===== config.mk =====
export PLATFORM = sky130hd
export DESIGN_NAME = bcb_exec
export DESIGN_NICKNAME = d
export VERILOG_FILES = /design/src/inc/bcb_pkg.sv /design/src/design/bcb_qphase.sv /design/src/design/bcb_exec.sv
export SDC_FILE = /design/constraint.sdc
export NUM_CORES = 1
export LEC_CHECK = 0
export BUFFER_PORTS_ARGS = -buffer_cell sky130_fd_sc_hd__buf_2
export CAP_MARGIN = 15
export CORE_ASPECT_RATIO = 0.9
export CORE_MARGIN = 10
export CORE_UTILIZATION = 50
export CTS_BUF_LIST = sky130_fd_sc_hd__clkbuf_8
export DETAILED_ROUTE_END_ITERATION = 12
export PLACE_DENSITY = 0.72
export SLEW_MARGIN = 5
export SYNTH_ARGS = -nofsm -noshare
export SYNTH_HDL_FRONTEND = slang
export SYNTH_SLANG_ARGS = --single-unit

===== constraint.sdc =====
create_clock -name i_clk -period 4.8 [get_ports i_clk]
set_input_delay 0.96 -clock i_clk [delete_from_list [all_inputs] [get_ports i_clk]]
set_output_delay 0.96 -clock i_clk [all_outputs]
set_load 0.02 [all_outputs]

===== src/inc/bcb_pkg.sv =====
`default_nettype none
package bcb_pkg;
  // clock and quarter phases
  localparam int CLK_PERIOD_NS = 4;
  localparam int Q_PER_CYCLE = 4;
  localparam logic [1:0] Q1 = 2'h0;
  localparam logic [1:0] Q2 = 2'h1;
  localparam logic [1:0] Q3 = 2'h2;
  localparam logic [1:0] Q4 = 2'h3;
  // widths
  localparam int INSTR_W = 16;
  localparam int PC_W = 21;
  localparam int ADDR_W = 12;
  localparam int BANK_W = 4;
  localparam int DATA_W = 8;
  localparam int OFS_W = 8;
  // instruction fields
  localparam int OPC_MSB = 15;
  localparam int OPC_LSB = 12;
  localparam int SUB_MSB = 11;
  localparam int SUB_LSB = 8;
  localparam int BIT_MSB = 11;
  localparam int BIT_LSB = 9;
  localparam int ACC_BIT = 8;
  localparam int FILE_MSB = 7;
  localparam int FILE_LSB = 0;
  // encodings
  localparam logic [3:0] OPC_CLEAR_FILE_BIT = 4'h9;
  localparam logic [3:0] OPC_COND_BRANCH = 4'he;
  localparam logic [3:0] SUB_BRANCH_ON_NEGATIVE = 4'h6;
  localparam logic [3:0] SUB_BRANCH_ON_NO_CARRY = 4'h3;
  localparam logic [3:0] SUB_BRANCH_ON_NON_NEGATIVE = 4'h7;
  // access bank split and indexed window
  localparam logic [7:0] ACC_LOW_LIMIT = 8'h5f;
  localparam logic [3:0] ACC_HIGH_PAGE = 4'hf;
  localparam logic [3:0] ACC_LOW_PAGE = 4'h0;
  localparam logic ACC_SEL_ACCESS = 1'b0;
  localparam logic [DATA_W-1:0] BIT_ONE = 8'h01;
  typedef enum logic [0:0] {
    BCB_S_RUN = 1'b0,
    BCB_S_NOP = 1'b1
  } bcb_state_e;
endpackage
`default_nettype wire


===== src/design/bcb_qphase.sv =====
`default_nettype none
module bcb_qphase (
  // clock and reset
  input wire logic i_clk,
  input wire logic i_sys_rst,
  // current quarter of the instruction cycle
  output logic [1:0] o_q
);
  import bcb_pkg::*;
  logic [1:0] next_q;

  // one quarter per clock; the wrap marks the start of each instruction cycle
  always_comb begin
    next_q = o_q + 2'h1;
  end

  always_ff @(posedge i_clk or posedge i_sys_rst) begin
    if (i_sys_rst) begin
      o_q <= Q1;
    end else begin
      o_q <= next_q;
    end
  end
endmodule
`default_nettype wire


===== src/design/bcb_exec.sv =====
// Behaviour
// - clear_file_bit_op clears only the indexed bit of the addressed register, no flag.
// - an access bit of zero picks the access bank, one picks the bank named by bank_select_reg.
// - access bit zero, extended set on and file address at most 95 give indexed addressing.
// - branch_on_negative_op branches only when the negative flag is one.
// - branch_on_no_carry_op branches only when the carry flag is zero.
// - branch_on_non_negative_op branches only when the negative flag is zero.
// - a taken branch loads the incremented program counter plus twice the signed offset.
// - a branch takes one cycle untaken and two taken, and never changes a flag.
`default_nettype none
module bcb_exec (
  // clock and reset
  input wire logic i_clk,
  input wire logic i_sys_rst,
  // instruction from fetch
  input wire logic i_instr_valid,
  input wire logic [bcb_pkg::INSTR_W-1:0] i_instr,
  input wire logic [bcb_pkg::PC_W-1:0] i_pc_inc,
  // core state
  input wire logic i_flag_n,
  input wire logic i_flag_c,
  input wire logic i_ext_set_en,
  input wire logic [bcb_pkg::BANK_W-1:0] i_bank_select_reg,
  input wire logic [bcb_pkg::ADDR_W-1:0] i_index_base,
  // data memory
  input wire logic [bcb_pkg::DATA_W-1:0] i_rd_data,
  output logic o_mem_rd,
  output logic o_mem_wr,
  output logic [bcb_pkg::ADDR_W-1:0] o_mem_addr,
  output logic [bcb_pkg::DATA_W-1:0] o_mem_wdata,
  // program counter
  output logic o_pc_wr,
  output logic [bcb_pkg::PC_W-1:0] o_pc_value,
  // sequencing
  output logic [1:0] o_q_phase,
  output logic o_nop_cycle,
  output logic o_unknown_op
);
  import bcb_pkg::*;

  logic [1:0] q;
  bcb_state_e state, next_state;
  logic ir_vld, next_ir_vld;
  logic [INSTR_W-1:0] ir, next_ir;
  logic [PC_W-1:0] pc_inc, next_pc_inc;
  logic flag_n, next_flag_n;
  logic flag_c, next_flag_c;
  logic next_mem_rd, next_mem_wr, next_pc_wr, next_nop, next_unknown;
  logic [ADDR_W-1:0] next_mem_addr;
  logic [DATA_W-1:0] next_mem_wdata;
  logic [PC_W-1:0] next_pc_value;
  logic [1:0] next_q_phase;
  logic ir_is_bcf, ir_is_br, ir_take, in_is_bcf, in_is_br;
  logic [PC_W-1:0] br_target;

  bcb_qphase u_qphase (
    .i_clk(i_clk),
    .i_sys_rst(i_sys_rst),
    .o_q(q)
  );

  function automatic logic is_branch(input logic [INSTR_W-1:0] w);
    is_branch = (w[OPC_MSB:OPC_LSB] == OPC_COND_BRANCH) &&
                ((w[SUB_MSB:SUB_LSB] == SUB_BRANCH_ON_NEGATIVE) ||
                 (w[SUB_MSB:SUB_LSB] == SUB_BRANCH_ON_NO_CARRY) ||
                 (w[SUB_MSB:SUB_LSB] == SUB_BRANCH_ON_NON_NEGATIVE));
  endfunction

  function automatic logic [ADDR_W-1:0] file_addr(input logic [INSTR_W-1:0] w);
    logic [7:0] f;
    f = w[FILE_MSB:FILE_LSB];
    if (w[ACC_BIT] != ACC_SEL_ACCESS) begin
      file_addr = {i_bank_select_reg, f};
    end else if (i_ext_set_en && (f <= ACC_LOW_LIMIT)) begin
      file_addr = i_index_base + {ACC_LOW_PAGE, f};
    end else if (f <= ACC_LOW_LIMIT) begin
      file_addr = {ACC_LOW_PAGE, f};
    end else begin
      file_addr = {ACC_HIGH_PAGE, f};
    end
  endfunction

  assign in_is_bcf = (i_instr[OPC_MSB:OPC_LSB] == OPC_CLEAR_FILE_BIT);
  assign in_is_br = is_branch(i_instr);
  assign ir_is_bcf = ir_vld && (ir[OPC_MSB:OPC_LSB] == OPC_CLEAR_FILE_BIT);
  assign ir_is_br = ir_vld && is_branch(ir);

  // flags are sampled at decode so a flag write landing mid-cycle cannot split the decision
  always_comb begin
    ir_take = 1'b0;
    case (ir[SUB_MSB:SUB_LSB])
      SUB_BRANCH_ON_NEGATIVE: ir_take = flag_n;
      SUB_BRANCH_ON_NO_CARRY: ir_take = !flag_c;
      SUB_BRANCH_ON_NON_NEGATIVE: ir_take = !flag_n;
      default: ir_take = 1'b0;
    endcase
    ir_take = ir_take && ir_is_br;
  end

  // offset doubled and sign extended; the address wraps at the top of program space
  assign br_target = pc_inc +
    PC_W'({{(PC_W-OFS_W-1){ir[OFS_W-1]}}, ir[OFS_W-1:0], 1'b0});

  always_comb begin
    next_state = state;
    next_ir_vld = ir_vld;
    next_ir = ir;
    next_pc_inc = pc_inc;
    next_flag_n = flag_n;
    next_flag_c = flag_c;
    next_mem_rd = 1'b0;
    next_mem_wr = 1'b0;
    next_pc_wr = 1'b0;
    next_mem_addr = o_mem_addr;
    next_mem_wdata = o_mem_wdata;
    next_pc_value = o_pc_value;
    next_q_phase = q + 2'h1;
    next_unknown = o_unknown_op;
    case (q)
      Q1: begin
        next_ir_vld = (state == BCB_S_RUN) && i_instr_valid;
        next_unknown = next_ir_vld && !in_is_bcf && !in_is_br;
        if (next_ir_vld) begin
          next_ir = i_instr;
          next_pc_inc = i_pc_inc;
          next_flag_n = i_flag_n;
          next_flag_c = i_flag_c;
          next_mem_rd = in_is_bcf;
          next_mem_addr = in_is_bcf ? file_addr(i_instr) : o_mem_addr;
        end
      end
      Q3: begin
        if (ir_is_bcf) begin
          next_mem_wdata = i_rd_data & ~(BIT_ONE << ir[BIT_MSB:BIT_LSB]);
          next_mem_wr = 1'b1;
        end
        if (ir_take) begin
          next_pc_value = br_target;
          next_pc_wr = 1'b1;
        end
      end
      Q4: begin
        if (ir_take) begin
          next_state = BCB_S_NOP;
        end else begin
          next_state = BCB_S_RUN;
        end
      end
      default: begin
      end
    endcase
    next_nop = (next_state == BCB_S_NOP);
  end

  always_ff @(posedge i_clk or posedge i_sys_rst) begin
    if (i_sys_rst) begin
      state <= BCB_S_RUN;
      ir_vld <= 1'b0;
      ir <= '0;
      pc_inc <= '0;
      flag_n <= 1'b0;
      flag_c <= 1'b0;
      o_mem_rd <= 1'b0;
      o_mem_wr <= 1'b0;
      o_mem_addr <= '0;
      o_mem_wdata <= '0;
      o_pc_wr <= 1'b0;
      o_pc_value <= '0;
      o_nop_cycle <= 1'b0;
      o_unknown_op <= 1'b0;
      o_q_phase <= Q1;
    end else begin
      state <= next_state;
      ir_vld <= next_ir_vld;
      ir <= next_ir;
      pc_inc <= next_pc_inc;
      flag_n <= next_flag_n;
      flag_c <= next_flag_c;
      o_mem_rd <= next_mem_rd;
      o_mem_wr <= next_mem_wr;
      o_mem_addr <= next_mem_addr;
      o_mem_wdata <= next_mem_wdata;
      o_pc_wr <= next_pc_wr;
      o_pc_value <= next_pc_value;
      o_nop_cycle <= next_nop;
      o_unknown_op <= next_unknown;
      o_q_phase <= next_q_phase;
    end
  end

  // checks
  logic take_in;
  assign take_in = in_is_br && (q == Q1) && (state == BCB_S_RUN) && i_instr_valid;

  property p_clear_bit;
    @(posedge i_clk) disable iff (i_sys_rst)
    o_mem_wr |-> ((o_mem_wdata | (BIT_ONE << ir[BIT_MSB:BIT_LSB])) == ($past(i_rd_data) |
      (BIT_ONE << ir[BIT_MSB:BIT_LSB]))) && (o_mem_wdata[ir[BIT_MSB:BIT_LSB]] == 1'b0);
  endproperty
  a_clear_bit: assert property (p_clear_bit) else $error("bit clear wrong");

  property p_banked;
    @(posedge i_clk) disable iff (i_sys_rst)
    (q == Q1 && state == BCB_S_RUN && i_instr_valid && in_is_bcf && i_instr[ACC_BIT])
      |=> o_mem_rd && o_mem_addr == {$past(i_bank_select_reg), $past(i_instr[FILE_MSB:FILE_LSB])};
  endproperty
  a_banked: assert property (p_banked) else $error("banked address wrong");

  property p_indexed;
    @(posedge i_clk) disable iff (i_sys_rst)
    (q == Q1 && state == BCB_S_RUN && i_instr_valid && in_is_bcf && !i_instr[ACC_BIT] &&
      i_ext_set_en && i_instr[FILE_MSB:FILE_LSB] <= ACC_LOW_LIMIT)
      |=> o_mem_addr == $past(i_index_base) + {ACC_LOW_PAGE, $past(i_instr[FILE_MSB:FILE_LSB])};
  endproperty
  a_indexed: assert property (p_indexed) else $error("indexed address wrong");

  property p_neg_branch;
    @(posedge i_clk) disable iff (i_sys_rst)
    (take_in && i_instr[SUB_MSB:SUB_LSB] == SUB_BRANCH_ON_NEGATIVE) |->
      ##3 (o_pc_wr == $past(i_flag_n, 3));
  endproperty
  a_neg_branch: assert property (p_neg_branch)
    else $error("negative branch decision wrong");

  property p_nc_branch;
    @(posedge i_clk) disable iff (i_sys_rst)
    (take_in && i_instr[SUB_MSB:SUB_LSB] == SUB_BRANCH_ON_NO_CARRY) |->
      ##3 (o_pc_wr == !$past(i_flag_c, 3));
  endproperty
  a_nc_branch: assert property (p_nc_branch)
    else $error("no carry branch decision wrong");

  property p_nn_branch;
    @(posedge i_clk) disable iff (i_sys_rst)
    (take_in && i_instr[SUB_MSB:SUB_LSB] == SUB_BRANCH_ON_NON_NEGATIVE) |->
      ##3 (o_pc_wr == !$past(i_flag_n, 3));
  endproperty
  a_nn_branch: assert property (p_nn_branch)
    else $error("non negative branch decision wrong");

  property p_target;
    @(posedge i_clk) disable iff (i_sys_rst)
    take_in ##3 o_pc_wr |-> o_pc_value == $past(i_pc_inc, 3) +
      PC_W'({{(PC_W-OFS_W-1){$past(i_instr[OFS_W-1], 3)}}, $past(i_instr[OFS_W-1:0], 3), 1'b0});
  endproperty
  a_target: assert property (p_target) else $error("branch target wrong");

  property p_idle_cycle;
    @(posedge i_clk) disable iff (i_sys_rst)
    o_pc_wr |=> o_nop_cycle [*4] ##1 !o_nop_cycle;
  endproperty
  a_idle_cycle: assert property (p_idle_cycle)
    else $error("taken branch idle cycle wrong");

  property p_quarters;
    @(posedge i_clk) disable iff (i_sys_rst)
    (o_mem_rd |-> o_q_phase == Q2) and ((o_mem_wr || o_pc_wr) |-> o_q_phase == Q4);
  endproperty
  a_quarters: assert property (p_quarters) else $error("activity in wrong quarter");

  c_bcf: cover property (@(posedge i_clk) disable iff (i_sys_rst) o_mem_rd ##2 o_mem_wr);
  c_taken: cover property (@(posedge i_clk) disable iff (i_sys_rst) o_pc_wr ##1 o_nop_cycle);
  c_back: cover property (@(posedge i_clk) disable iff (i_sys_rst)
    o_pc_wr && o_pc_value < pc_inc);
  c_untaken: cover property (@(posedge i_clk) disable iff (i_sys_rst)
    take_in ##3 !o_pc_wr);
endmodule
`default_nettype wire


==> results.ini <==
[die]
die_w_um = 124.4
die-area_um2 = 14180
start_util = 0.5103
io_pins = 115
rows = 34
core-area_um2 = 9614
die_h_um = 114.0

[sta]
max_freq_mhz = 381.8
fin_crit_ns = 2.619
holdWs_ns = 0.4795
min_period_over_period = 0.5457
slew_headroom = 0.3442
hold_viol_final = 0
slew_violations = 0
setup_violations = 0
rsz0062_at_grt = false
tightest_slew_ns = 0.9838
skew_ns = 0.008503
setup_tns_ns = 0

[clock_tree]
clock_path_buffers = 2
clkTransAtPathRegs_ns = 0.09
ctsResizeCount = 0
numCtsBuffers = 9
cts_setup_buffers = 0
clockRootBuffer = clkbuf_8
cts_hold_buffers = 0
clock_sinks = 88
clk_latency_ns = 0.35
cts.htree.levels = 3
tritoncts = built

[worst_setup_path]
path_class = reg2reg
setup.worst_path.start_class = register
worstPathRequired_ns = 5.02
path_buf_inv = 0
path_delay_family = compound AO/OA/AOI/OAI gates
max_stage_delay_ns = 0.44
cp_max_fo = 6
r2r_start = ir[0]
rr_worst_depth = 8
timing.rr.end = o_pc_value[15]
cp-end-kind = register
crit_cells = 8
slowest_stage = fa_1
crit_chain = ha_1, fa_1, a211oi_1, o211ai_1, a21oi_1, o21ai_0, xnor2_1, o21ai_1
r2r_slack_ns = 2.18
crit_arrival_ns = 2.84
startpoint = ir[0]

[grt]
grt.overflow.total = 0
antenna_found_initial = 0
global_route.usage.total = 0.1604
grt_pass1_wl_um = 19220
grt_pass1_vias = 3890
grt_start_max_net_pins = 59

[layout]
diodes = 0
final_nets = 700
areaGrowthSynthToFinish_pct = 17.47
final_util = 0.5994
final_cells = 732
final_layout_size_suffix_gt1_frac = 0.3036

[logic_synthesis]
synth_warnings = 0
synth-async-reset-ratio = 1.000
yosysMostFrequentCell = dfrtp_1
netlist_top_cells_count = dfrtp_1, nand2_1, o21ai_0, mux2_2, ha_1
syn_area_um2 = 4906
synthFlopType = dfrtp_1
syn-instance-count = 490
yosys-top-cells-area = dfrtp_1, mux2_2, ha_1, nand2_1, o21ai_0
synth-seq-area-share = 0.4489
yosys.area.top_type = dfrtp_1
synth_top_cell_area_share = 0.4489
synth_seq_cells = 88
syn-mean-instance-area_um2 = 10.01
syn-num-nets = 589
synth_cell_type_count = 55
synth_edf_count = 0

[placement]
gp_congestion = 0.9163
post-dp-hpwl_um = 9028
dp.cells = 716
io_buffer_count = 114

[status]
status = completed

[pwr]
leakagePower_nw = 2.819
vdd_ir_drop_max_mv = 0.1834
power.total_mw = 1.877
powerDensity_nw_per_um2 = 325.6

[hold_path]
min_to = o_mem_addr[7]
hold_start = o_mem_addr[7]
hp-class = reg2reg
holdPathStages = 2

[run]
drv_cap = 0

[detailed_routing]
wirelength_um = 11690
drt_iter0_markers = 236
drtPass1Iterations = 4
routed-via-count = 3980
viasPerCell = 5.437
antenna_left = 0
post_drt_wl_per_cell_um = 15.96
drc = 0

cell usage in the layout, fill, tap and decap left out, types with 10 or more instances in the layout:
master | synthesis | final
o21ai_0 | 46 | 46
nor2_1 | 19 | 19
xnor2_1 | 13 | 13
buf_2 | 1 | 114
dfrtp_1 | 88 | 88
nand3_1 | 13 | 13
nand2_1 | 67 | 67
nor3_1 | 12 | 12
a21oi_1 | 27 | 27
ha_1 | 30 | 30
mux2_2 | 39 | 39
inv_1 | 17 | 16
clkbuf_8 | 0 | 10
report_power, final:
group	internal, mW	total, mW	switching [mW]
logic	0.228	0.537	0.310
registers	0.813	0.866	0.0530
clock network	0.204	0.473	0.269
sequential cells by signal, indices dropped and copies added (netlist names):
name / count
o_mem_rd: 1
o_mem_wr: 1
u_qphase.o_q: 2
o_pc_wr: 1
flag_n: 1
o_unknown_op: 1
o_mem_wdata: 8
state: 1
o_pc_value: 21
pc_inc: 21
o_mem_addr: 12
ir: 16
ir_vld: 1
flag_c: 1
kinds of logic after synthesis:
| kind of cell | count (synthesis) | synth area share |
|---|---|---|
| flops | 88 | 0.4489 |
| buf+inv | 34 | 0.02780 |
| mux | 44 | 0.1033 |
| fa+ha+maj | 32 | 0.08467 |
| compound gates | 129 | 0.1612 |
| simple gates | 144 | 0.1403 |
| xor+xnor | 19 | 0.03392 |
tightest hold or removal path, delay by kind of cell (launching register included):
| family | cells | cell delay (ns) |
|---|---|---|
| flops | 1 | 0.35 |
| simple gates | 2 | 0.10 |
layout make-up:
type / instances / area, um^2
Sequential cell: 88 / 2202
Clock inverter: 6 / 43.79
Clock buffer: 10 / 137.6
Fill cell: 855 / 3851
Inverter: 18 / 68.82
Tap cell: 126 / 157.7
Multi-Input combinational cell: 368 / 2567
Timing Repair Buffer: 116 / 585.6
metal layers:
layer  vias up  part of all wire  global-route usage
li1       1985                 -                   -
met2       147              0.45              0.2454
met1      1837              0.48              0.2184
met4         0            0.0098             0.03879
met3        11             0.066             0.04731
met5         -                 0                   0
worst max path at each step:
stage | to | slack (ns)
after detailed placement | o_mem_addr[9] | 1.84
after floorplan | flag_c | 1.56
after global placement | o_mem_addr[9] | 1.89
after CTS | o_pc_value[15] | 2.17
after global routing | o_mem_addr[9] | 1.90
final | o_pc_value[15] | 2.18
per-stage QoR:
stage,instance area (um^2),setup slack [ns]
detailed placement,5582,1.841
floorplan,4906,1.561
global route,5763,1.898
global placement,5582,1.889
finish,5763,2.181
CTS,5763,2.165
(Power assumes the default switching activity.)
